**src/design/dic_defs.vh**
```
// Constants for the DSP interrupt controller
`ifndef DIC_DEFS_VH
`define DIC_DEFS_VH

// Register indices on the plain register port
`define DIC_ADDR_CONTROL   4'h0
`define DIC_ADDR_MASK      4'h1
`define DIC_ADDR_LATCH     4'h2
`define DIC_ADDR_PRIO0     4'h3
`define DIC_ADDR_PRIO1     4'h4
`define DIC_ADDR_PRIO2     4'h5
`define DIC_ADDR_PRIO3     4'h6
`define DIC_ADDR_FLAGCFG   4'h7
`define DIC_ADDR_STATUS    4'h8
`define DIC_ADDR_CMD       4'h9

// Control register fields
`define DIC_CTL_NEST       4
`define DIC_CTL_GIE        5
`define DIC_CTL_BIAS       7
`define DIC_CTL_PCSTK      10
`define DIC_CTL_LPSTK      11
`define DIC_CTL_WMASK      16'h0CB0

// Latch bit positions
`define DIC_BIT_RESET      0
`define DIC_BIT_PWRDN      1
`define DIC_BIT_STACK      2
`define DIC_BIT_KERNEL     3
`define DIC_BIT_USER0      4

// Vectors
`define DIC_VEC_BASE       24'h000000
`define DIC_VEC_NOBOOT     24'h010000
`define DIC_VEC_STEP       24'h000020

// Peripheral priority
`define DIC_NUM_PERIPH     15
`define DIC_LVL_LOWEST     4'hB
`define DIC_PRIO_RESET     60'hBBB_BA98_7654_3210

// Stack sizes and thresholds
`define DIC_PC_DEPTH       33
`define DIC_LOOP_DEPTH     8
`define DIC_STAT_DEPTH     16
`define DIC_PC_LOW         3
`define DIC_PC_HIGH        28

// Flag trigger modes
`define DIC_TRIG_LEVEL     2'h0
`define DIC_TRIG_EDGE      2'h1
`define DIC_TRIG_BOTH      2'h2

`endif

```
**src/design/dic_status_stack.v**
```verilog
// Status stack pushed on interrupt entry, popped on return
`timescale 1ns/1ns
`default_nettype none
module dic_status_stack #(
	parameter WIDTH = 16,
	parameter DEPTH = 16,
	parameter PW    = 5
) (
	input  wire             mclk,
	input  wire             rst,
	input  wire             ce,
	input  wire             push,
	input  wire             pop,
	input  wire [WIDTH-1:0] push_data,
	output reg  [WIDTH-1:0] top_data,
	output reg  [PW-1:0]    level
);
	reg [WIDTH-1:0] mem [0:DEPTH-1];
	wire            do_push;
	wire            do_pop;

	assign do_push = push && (level < DEPTH[PW-1:0]);
	assign do_pop  = pop && !push && (level != {PW{1'b0}});

	always @(posedge mclk) begin
		if (ce && do_push) begin
			mem[level[PW-2:0]] <= push_data;
		end
	end

	always @(posedge mclk or posedge rst) begin
		if (rst) begin
			level    <= {PW{1'b0}};
			top_data <= {WIDTH{1'b0}};
		end else if (ce) begin
			if (do_push) begin
				level    <= level + 1'b1;
				top_data <= push_data;
			end else if (do_pop) begin
				level <= level - 1'b1;
				if (level > {{(PW-1){1'b0}}, 1'b1}) begin
					top_data <= mem[level[PW-2:0] - 2'd2];
				end
			end
		end
	end
endmodule // dic_status_stack
`default_nettype wire

```
**src/design/dic_controller.v**
```verilog
// Prioritising interrupt controller for the DSP core
`include "dic_defs.vh"
`timescale 1ns/1ns
`default_nettype none
module dic_controller #(
	parameter NP = `DIC_NUM_PERIPH
) (
	input  wire          mclk,
	input  wire          rst,
	input  wire          ce,
	input  wire [3:0]    reg_addr,
	input  wire [15:0]   reg_wdata,
	input  wire          reg_wr,
	input  wire          reg_rd,
	output reg  [15:0]   reg_rdata,
	input  wire [NP-1:0] periph_irq,
	input  wire [1:0]    programmable_flag_pin,
	input  wire          emu_irq,
	input  wire          reset_irq,
	input  wire          pwrdn_irq,
	input  wire          kernel_irq,
	input  wire          global_enable_instr,
	input  wire          global_disable_instr,
	input  wire          no_boot,
	input  wire          pc_push,
	input  wire          pc_pop,
	input  wire          loop_push,
	input  wire          loop_pop,
	input  wire [15:0]   core_status,
	input  wire          rti,
	input  wire          vector_ack,
	output reg           vector_req,
	output reg  [23:0]   vector_addr,
	output reg           emu_req,
	output wire [15:0]   status_top,
	output wire          biased_round
);
	////////////////////////////////////////////////////////////////////////////
	reg  [15:0]   interrupt_control_reg;
	reg  [15:0]   interrupt_mask_reg;
	reg  [15:0]   interrupt_latch_reg;
	reg  [59:0]   prio;
	reg  [3:0]    flag_cfg;
	reg  [1:0]    flag_prev;
	reg  [5:0]    pc_level;
	reg  [3:0]    loop_level;
	reg  [15:0]   active;
	reg  [3:0]    sel_bit;
	reg           sel_valid;
	reg  [15:0]   next_latch;
	reg  [15:0]   pend;
	reg  [15:0]   perm;
	reg  [15:0]   periph_bits;
	reg  [NP-1:0] src;
	reg  [15:0]   next_active;
	wire [4:0]    stat_level;
	wire          stack_evt;
	wire          take;
	wire          ret;
	wire [1:0]    flag_src;
	integer       i;
	integer       j;

	function [3:0] bit_of_level;
		input [3:0] lvl;
		begin
			// Levels beyond 11 alias to bit 15, the lowest priority
			if (lvl >= `DIC_LVL_LOWEST) begin
				bit_of_level = 4'hF;
			end else begin
				bit_of_level = lvl + 4'h4;
			end
		end
	endfunction

	function [3:0] highest;
		input [15:0] v;
		integer k;
		begin
			highest = 4'h0;
			for (k = 15; k >= 0; k = k - 1) begin
				if (v[k]) begin
					highest = k[3:0];
				end
			end
		end
	endfunction

	assign biased_round = interrupt_control_reg[`DIC_CTL_BIAS];
	assign take = vector_req && vector_ack;
	assign ret  = rti && (active != 16'h0000);

	////////////////////////////////////////////////////////////////////////////
	// Flag pin sources, mode per pin
	genvar g;
	generate
		for (g = 0; g < 2; g = g + 1) begin : g_flag
			assign flag_src[g] = (flag_cfg[2*g +: 2] == `DIC_TRIG_EDGE) ?
				(programmable_flag_pin[g] && !flag_prev[g]) :
				(flag_cfg[2*g +: 2] == `DIC_TRIG_BOTH) ?
				(programmable_flag_pin[g] ^ flag_prev[g]) : programmable_flag_pin[g];
		end
	endgenerate

	always @* begin
		src[11:0]  = periph_irq[11:0];
		src[13:12] = flag_src;
		src[14]    = periph_irq[14];
		periph_bits = 16'h0000;
		for (i = 0; i < NP; i = i + 1) begin
			if (src[i]) begin
				periph_bits[bit_of_level(prio[4*i +: 4])] = 1'b1;
			end
		end
	end

	////////////////////////////////////////////////////////////////////////////
	// Stack depth tracking
	// stack depths
	dic_status_stack #(
		.WIDTH (16),
		.DEPTH (`DIC_STAT_DEPTH),
		.PW    (5)
	) u_stat (
		.mclk      (mclk),
		.rst       (rst),
		.ce        (ce),
		.push      (take),
		.pop       (ret),
		.push_data (core_status),
		.top_data  (status_top),
		.level     (stat_level)
	);

	always @(posedge mclk or posedge rst) begin
		if (rst) begin
			pc_level   <= 6'h00;
			loop_level <= 4'h0;
			flag_prev  <= 2'h0;
		end else if (ce) begin
			flag_prev <= programmable_flag_pin;
			if (pc_push && !pc_pop && pc_level < `DIC_PC_DEPTH) begin
				pc_level <= pc_level + 6'h01;
			end else if (pc_pop && !pc_push && pc_level != 6'h00) begin
				pc_level <= pc_level - 6'h01;
			end
			if (loop_push && !loop_pop && loop_level < `DIC_LOOP_DEPTH) begin
				loop_level <= loop_level + 4'h1;
			end else if (loop_pop && !loop_push && loop_level != 4'h0) begin
				loop_level <= loop_level - 4'h1;
			end
		end
	end

	assign stack_evt = (interrupt_control_reg[`DIC_CTL_PCSTK] &&
		(pc_level < `DIC_PC_LOW || pc_level > `DIC_PC_HIGH)) ||
		(interrupt_control_reg[`DIC_CTL_LPSTK] && loop_level == `DIC_LOOP_DEPTH);

	////////////////////////////////////////////////////////////////////////////
	// Latch, masking and selection
	always @* begin
		next_latch = interrupt_latch_reg;
		if (reg_wr && reg_addr == `DIC_ADDR_LATCH) begin
			next_latch = reg_wdata;
		end
		if (take) begin
			next_latch[sel_bit] = 1'b0;
		end
		next_latch = next_latch | periph_bits;
		next_latch[`DIC_BIT_RESET]  = next_latch[`DIC_BIT_RESET] | reset_irq;
		next_latch[`DIC_BIT_PWRDN]  = next_latch[`DIC_BIT_PWRDN] | pwrdn_irq;
		next_latch[`DIC_BIT_STACK]  = next_latch[`DIC_BIT_STACK] | stack_evt;
		next_latch[`DIC_BIT_KERNEL] = next_latch[`DIC_BIT_KERNEL] | kernel_irq;
	end

	always @* begin
		pend = interrupt_latch_reg & (interrupt_mask_reg | 16'h0003);
		if (!interrupt_control_reg[`DIC_CTL_GIE]) begin
			pend = pend & 16'h0001;
		end
		if (active == 16'h0000) begin
			perm = 16'hFFFF;
		end else if (interrupt_control_reg[`DIC_CTL_NEST]) begin
			perm = 16'h0000;
			for (j = 0; j < 16; j = j + 1) begin
				if (j < highest(active) || (j == 0 && !active[0])) begin
					perm[j] = 1'b1;
				end
			end
		end else begin
			perm = 16'h0001;
		end
		pend = pend & perm;
		sel_valid = pend != 16'h0000;
		sel_bit = highest(pend);
		next_active = active;
		if (take) begin
			next_active[sel_bit] = 1'b1;
		end else if (ret) begin
			next_active[highest(active)] = 1'b0;
		end
	end

	always @(posedge mclk or posedge rst) begin
		if (rst) begin
			interrupt_latch_reg <= 16'h0000;
			active              <= 16'h0000;
			vector_req          <= 1'b0;
			vector_addr         <= 24'h000000;
			emu_req             <= 1'b0;
		end else if (ce) begin
			interrupt_latch_reg <= next_latch;
			active              <= next_active;
			emu_req             <= emu_irq;
			vector_req          <= sel_valid && !take && !emu_irq;
			vector_addr <= (no_boot ? `DIC_VEC_NOBOOT : `DIC_VEC_BASE) +
				{15'h0000, sel_bit, 5'h00};
		end
	end

	////////////////////////////////////////////////////////////////////////////
	// Register port
	always @(posedge mclk or posedge rst) begin
		if (rst) begin
			interrupt_control_reg <= 16'h0000;
			interrupt_mask_reg    <= 16'h0000;
			prio                  <= `DIC_PRIO_RESET;
			flag_cfg              <= 4'h0;
			reg_rdata             <= 16'h0000;
		end else if (ce) begin
			if (global_enable_instr) begin
				interrupt_control_reg[`DIC_CTL_GIE] <= 1'b1;
			end else if (global_disable_instr) begin
				interrupt_control_reg[`DIC_CTL_GIE] <= 1'b0;
			end else if (reg_wr && reg_addr == `DIC_ADDR_CONTROL) begin
				interrupt_control_reg <= reg_wdata & `DIC_CTL_WMASK;
			end
			if (reg_wr) begin
				if (reg_addr == `DIC_ADDR_MASK) begin
					interrupt_mask_reg <= reg_wdata;
				end else if (reg_addr == `DIC_ADDR_PRIO0) begin
					prio[15:0] <= reg_wdata;
				end else if (reg_addr == `DIC_ADDR_PRIO1) begin
					prio[31:16] <= reg_wdata;
				end else if (reg_addr == `DIC_ADDR_PRIO2) begin
					prio[47:32] <= reg_wdata;
				end else if (reg_addr == `DIC_ADDR_PRIO3) begin
					prio[59:48] <= reg_wdata[11:0];
				end else if (reg_addr == `DIC_ADDR_FLAGCFG) begin
					flag_cfg <= reg_wdata[3:0];
				end
			end
			if (!reg_rd) begin
				reg_rdata <= 16'h0000;
			end else if (reg_addr == `DIC_ADDR_CONTROL) begin
				reg_rdata <= interrupt_control_reg;
			end else if (reg_addr == `DIC_ADDR_MASK) begin
				reg_rdata <= interrupt_mask_reg;
			end else if (reg_addr == `DIC_ADDR_LATCH) begin
				reg_rdata <= interrupt_latch_reg;
			end else if (reg_addr == `DIC_ADDR_PRIO0) begin
				reg_rdata <= prio[15:0];
			end else if (reg_addr == `DIC_ADDR_PRIO1) begin
				reg_rdata <= prio[31:16];
			end else if (reg_addr == `DIC_ADDR_PRIO2) begin
				reg_rdata <= prio[47:32];
			end else if (reg_addr == `DIC_ADDR_PRIO3) begin
				reg_rdata <= {4'h0, prio[59:48]};
			end else if (reg_addr == `DIC_ADDR_FLAGCFG) begin
				reg_rdata <= {12'h000, flag_cfg};
			end else if (reg_addr == `DIC_ADDR_STATUS) begin
				reg_rdata <= {1'b0, stat_level, loop_level[3:0], pc_level};
			end else begin
				reg_rdata <= 16'h0000;
			end
		end
	end
endmodule // dic_controller
`default_nettype wire

```
**config.mk**
```make
export PLATFORM = sky130hd
export DESIGN_NAME = dic_controller
export DESIGN_NICKNAME = d
export VERILOG_FILES = /design/src/design/dic_status_stack.v /design/src/design/dic_controller.v
export VERILOG_INCLUDE_DIRS = /design/src /design/src/design
export SDC_FILE = /design/constraint.sdc
export NUM_CORES = 1
export LEC_CHECK = 0
export BUFFER_PORTS_ARGS = -buffer_cell sky130_fd_sc_hd__buf_2
export CAP_MARGIN = 30
export CORE_MARGIN = 1
export CORE_UTILIZATION = 55
export DETAILED_ROUTE_END_ITERATION = 7
export GPL_TIMING_DRIVEN = 0
export PLACE_DENSITY_LB_ADDON = 0.12
export SLEW_MARGIN = 5
export SYNTH_ARGS = -nofsm -noshare
export SYNTH_HDL_FRONTEND = slang
export SYNTH_SLANG_ARGS = --single-unit
```
**constraint.sdc**
```tcl
create_clock -name mclk -period 5.7 [get_ports mclk]
set_input_delay 1.14 -clock mclk [delete_from_list [all_inputs] [get_ports mclk]]
set_output_delay 1.14 -clock mclk [all_outputs]
set_load 0.05 [all_outputs]
```
# Word-level counts from Yosys, hierarchy flattened
# Memory sizes are Yosys's and may differ from the RTL's.
# Index checks and enable logic that the tools add are counted.
dict set report word_totals {
  reg_bits 192
  latchBits 0
  mem_bits_rw 256
  mem_bits_ro 0
  inputBits 71
  wordCells 404
  n_memories 1
}
# name depth width rd rd_clocked_by_memory_dff wr line_no
set mem_list {}
lappend mem_list {u_stat.mem 16 16 1 0 1 dic_status_stack.v:18} ;# reg [WIDTH-1:0] mem [0:DEPTH-1];
dict set report classes {
  n_addsub 23
  n_mul 0
  div 0
  n_lt_le_gt_ge 70
  eq_ne 13
  shift 0
  muxes 166
  bitwise_logic 35
  n_reduce_logical 77
}
# op n
set op_table {}
lappend op_table {{$mux W16} 31}
lappend op_table {{$mux W4} 68}
lappend op_table {{$or A16 B16 Y16} 16}
lappend op_table {{$lt A4 B5 Y1 const B} 17}
lappend op_table {{$demux W1 S4} 17}
lappend op_table {{$ge A4 B1 Y1 const B} 17}
lappend op_table {{$and A16 B16 Y16} 4}
lappend op_table {{$add A4 B3 Y4 const B} 15}
lappend op_table {{$ge A4 B4 Y1 const B} 15}
lappend op_table {{$mux W15} 4}
lappend op_table {{$mux W1} 40}
lappend op_table {{$logic_and A1 B1 Y1} 39}
lappend op_table {{$not A16 Y16} 2}
lappend op_table {{$reduce_bool A16 Y1} 2}
lappend op_table {{$lt A4 B4 Y1 const A} 7}
lappend op_table {{$add A17 B9 Y18} 1}
lappend op_table {{$mux W6} 3}
lappend op_table {{$mux W17} 1}
lappend op_table {{$eq A4 B3 Y1 const B} 4}
lappend op_table {{$logic_not A16 Y1} 1}
lappend op_table {{$lt A3 B4 Y1 const A} 4}
lappend op_table {{$mux W5} 2}
lappend op_table {{$reduce_and A2 Y1} 5}
lappend op_table {{$reduce_bool A2 Y1} 5}
lappend op_table {{36 further kinds} 64}

# Logic depth before layout (Yosys ltp)
dict set report logic_depth {
  depth_word 49
  mapped_depth 12
}

# Hierarchy
# From an unflattened synthesis, not the netlist that was laid out.
dict set report hier_totals {
  cells_unflattened 1702
  hier_area_um2 21409.3
}
# mod instances cells_each area_per_inst_um2
set by_module_without_submodules {}
lappend by_module_without_submodules {dic_status_stack 1 530 11009.3}
lappend by_module_without_submodules {dic_controller 1 1172 10400.0}

# Worst setup path before layout
# OpenSTA, ideal clock, no wires.
dict set report synth_timing {
  path_type {register -> register}
  start {register u_stat.level[1]}
  end {register u_stat.top_data[0]}
  setup_ns 0.135
  t_arrival_ns 3.206
  t_required_ns 5.565
  path_slack_ns 2.359
  path_stages_with_launch 10
  path_buffers 3
  path_cell_list {dfrtp_1 clkbuf_1 buf_1 inv_1 ha_1 xor2_1 buf_2 mux4_2 mux2i_1 o21ai_0}
}
dict set report synth_between {
  elab_chain_len 5
  elab_cells_between_ends 13
  cone_classes {add/sub (1); order compare (2); mux (3); reduce/logical (6); memory (1)}
}
# element line_no
set synth_rtl {}
lappend synth_rtl {{start, declared} dic_status_stack.v:16} ;# output reg [PW-1:0] level
lappend synth_rtl {{start signal, assigned} dic_status_stack.v:33} ;# level <= {PW{1'b0}};
lappend synth_rtl {{start signal, assigned} dic_status_stack.v:37} ;# level <= level + 1'b1;
lappend synth_rtl {{start signal, assigned} dic_status_stack.v:40} ;# level <= level - 1'b1;
lappend synth_rtl {{$sub A4 B2 Y4} dic_status_stack.v:42} ;# top_data <= mem[level[PW-2:0] - 2'd2];
lappend synth_rtl {{$mem_v2 Z16 W16} -}
lappend synth_rtl {{$mux W16} dic_status_stack.v:41} ;# if (level > {{(PW-1){1'b0}}, 1'b1}) begin
lappend synth_rtl {{$mux W16} dic_status_stack.v:39} ;# end else if (do_pop) begin
lappend synth_rtl {{$mux W16} dic_status_stack.v:36} ;# if (do_push) begin
lappend synth_rtl {{end signal, assigned} dic_status_stack.v:34} ;# top_data <= {WIDTH{1'b0}};
lappend synth_rtl {{end signal, assigned} dic_status_stack.v:38} ;# top_data <= push_data;
lappend synth_rtl {{end signal, assigned} dic_status_stack.v:42}
lappend synth_rtl {{end, declared} dic_status_stack.v:15} ;# output reg [WIDTH-1:0] top_data,
# Parallel ways exist; a longest one is shown, timed or not. The select of a mux whose other input is x is not followed.
# A chain may end at the register's enable or synchronous reset.

# Worst setup path in the final report
# Same ends and word-level chain as after synthesis.

==> flow_summary_export.csv <==
group,metric,value,unit
clock_tree,cts.sinks,429,
routing,avgViaCountPerCell,6.69,
sta,fmax,221,MHz
clock_tree,clk_latency,0.60,ns
grt,grt_max_degree,39,
synth,yosysWarnings,0,
placed_design,place.gp.congestion,1.05,
final_layout,largest_reg_flops,256,
clock_tree,numCtsBuffers,44,
clock_tree,htree_num_levels,2,
routing,dr_total_vias,16400,
placed_design,pre_cts_ws,1.14,ns
routing,met3WireLength,6400,µm
sta,setup_tns,0,ns
floorplan,ioPinCount,130,
routing,wl_per_cell,29.2,µm
grt,antenna_found_initial,2,
clock_tree,postCtsHoldBufs,0,
grt,grt_use_total,0.373,
routing,drc_errors,0,
routing,wirelength,71700,µm
synth,synth_seq_cells,429,
floorplan,dieHeight,199,µm
synth,synth.avg_cell_area,12.6,µm²
final_layout,nets,1994,
placed_design,place_area,23200,µm²
sta,timing.final.max_slew_violations,0,
routing,met2RoutedLength,33500,µm
routing,met1_length,27700,µm
clock_tree,clkTransAtPathRegs,0.07,ns
placed_design,portBuffers,106,
grt,grt_pass1_wl,106000,µm
grt,grt_pass1_vias,16100,
synth,synthCells,1698,
clock_tree,cts-root-buf,"clkbuf_16",
setup_path,worstPathRequired,6.13,ns
power,irDropWorstVdd,468,µV
floorplan,fp.dieW,199,µm
synth,synth_area,21300,µm²
floorplan,initial_core_util,0.562,
power,p_per_area,455,nW/µm²
sta,finalHoldViolations,0,
routing,top_layer,"met5",
synth,synth-seq-area-share,0.565,
synth,async_flop_share,0.403,
run,cap_violations,0,
setup_path,critPathKind,"reg -> reg",
power,leakagePower,9.19,nW
setup_path,endpoint_kind,"flip-flop",
sta,period_share,0.796,
placed_design,place_hpwl,51300,µm
clock_tree,cts_tree,"built",
setup_path,cp_max_fo,10,
sta,rsz0062_at_grt,"no",
setup_path,cp.arrival,4.96,ns
floorplan,coreArea,37900,µm²
sta,hold_ws,0.490,ns
sta,skew,0.0158,ns
sta,fin_crit,4.53,ns
final_layout,drive_gt1_frac,0.252,
routing,ant_nets,0,
final_layout,area_growth,16.1,%
sta,worst_pin_slew,1.00,ns
setup_path,startpoint_type,"flip-flop",
min_path,hold_class,"in -> async",
clock_tree,cts_resized,0,
sta,relSlewSlack,0.315,
final_layout,final_area,24800,µm²
synth,synthFlopType,"edfxtp_1",
sta,setup_ws,1.17,ns
clock_tree,post-cts-setup-buffers,0,
floorplan,rows,71,
clock_tree,cts_max_path_buffers,3,
synth,synth_edf_count,256,
status,status,"complete, no violations",
routing,drtIter0Drc,1772,
grt,grt.overflow.total,0,
floorplan,die_area,39600,µm²
sta,finalSetupViolations,0,
routing,firstDrtPassIters,8,
synth,yosysUniqueCellTypes,97,
## logic make-up (layout without fill, tap and decap cells)
kind of cell,Yosys count,in the layout,share of synthesized area
simple gates,513,513,0.125
flops,429,429,0.565
compound gates,391,391,0.123
mux,188,188,0.140
buf+inv,144,369,0.0297
fa+ha+maj,18,18,0.0113
xor+xnor,14,14,0.00575
other cells,1,20,0.000176
## synth_stat cells (all sizes together) (7+ instances only)
cell    instances  area, µm²
a21o            7       52.6
a21oi          82        414
a221oi          7       61.3
a222oi          7       70.1
a22oi          10       88.8
and2            9       56.3
and3            8       50.1
buf            37        231
clkbuf         71        267
dfrtp         144       3600
dfstp          29        762
edfxtp        256       7690
ha             16        200
inv            35        131
mux2           85        957
mux2i          23        230
mux4           80       1800
nand2         158        598
nand2b         33        214
nand3          36        185
nand3b         15        113
nand4           9       56.3
nor2           97        367
nor2b          14       87.6
nor3           40        205
nor3b          12       90.1
nor4           31        254
o211ai          8       65.1
o21a            9       67.6
o21ai         119        611
o221ai          9       78.8
o22ai          33        213
o31ai           9       67.6
o32a            7       70.1
o32ai          14        123
or2            11       68.8
or3             8       55.1
or3b            7       61.3
or4            12       93.8
xnor2           9       78.8
## final timing paths
check / depth (start not counted) / to / startpoint / slack [ns]
worst max-delay path: 10 / u_stat.top_data[0] / u_stat.level[1] / 1.17
worst min-delay path: 2 / prio[32] / rst / 0.49
worst max register to register: 10 / u_stat.top_data[0] / u_stat.level[1] / 1.17
worst min register to register: 2 / u_stat.top_data[0] / u_stat.top_data[0] / 0.49
max in group asynchronous: 5 / prio[28] / rst / 4.14
min in group mclk: 2 / u_stat.top_data[0] / u_stat.top_data[0] / 0.49
## worst max-delay path, cell delays in order, from the launching register on
cell and delay [ns]:
dfrtp_1 0.46, clkbuf_1 0.61, buf_1 0.50, inv_1 0.26
ha_1 0.32, xor2_1 0.58, buf_6 0.23, buf_2 0.41
mux4_2 0.57, mux2i_1 0.30, o21ai_0 0.13
## report_power, final
part           switching, W  internal (W)  total, W
combinational       0.00258       0.00165   0.00422
sequential         0.000375       0.00363   0.00401
clock               0.00128       0.00176   0.00304
total               0.00423       0.00704    0.0113
## layer usage
metal,vias to the layer above,GRT usage
li1,6971,-
met1,8207,0.492
met2,994,0.593
met3,239,0.0693
met4,4,0.189
met5,-,0
## layout make-up
type | count | area (µm²)
inverters | 36 | 139
clock buffers | 62 | 1240
repair buffers | 143 | 1140
flip-flops and latches | 429 | 12100
well taps | 511 | 639
fillers | 2855 | 13200
clock inverters | 20 | 284
plain buffers | 108 | 498
multi-input cells | 1143 | 8770
diodes | 1 | 2.50
## layout by cell type, fill, tap and decap left out, types with 12 or more instances in the layout
cell	count
nor4_1	26
nor2b_1	14
nand2_1	156
clkbuf_16	44
a21oi_1	81
inv_1	34
mux2_2	85
buf_8	15
nand3_1	35
nor3_1	38
buf_2	113
ha_1	16
dfstp_2	29
nand3b_1	15
nand2b_1	32
conb_1	19
nor2_1	80
o21ai_1	12
nor3b_1	12
o21ai_0	105
o22ai_1	32
edfxtp_1	256
o32ai_1	14
clkbuf_1	82
buf_4	22
mux4_2	80
mux2i_1	23
nor2_2	17
dfrtp_1	144
## stage by stage
stage | util | cells | total power (W)
final | 0.653 | 2453 | 0.0113
after global routing | 0.653 | 2452 | 0.0117
after CTS | 0.653 | 2452 | 0.0112
after detailed placement | 0.613 | 2370 | 0.00817
after global placement | 0.595 | 2333 | 0.00798
after floorplan | - | 1716 | 0.00677
No activity file was read; power rests on OpenSTA's default activity.
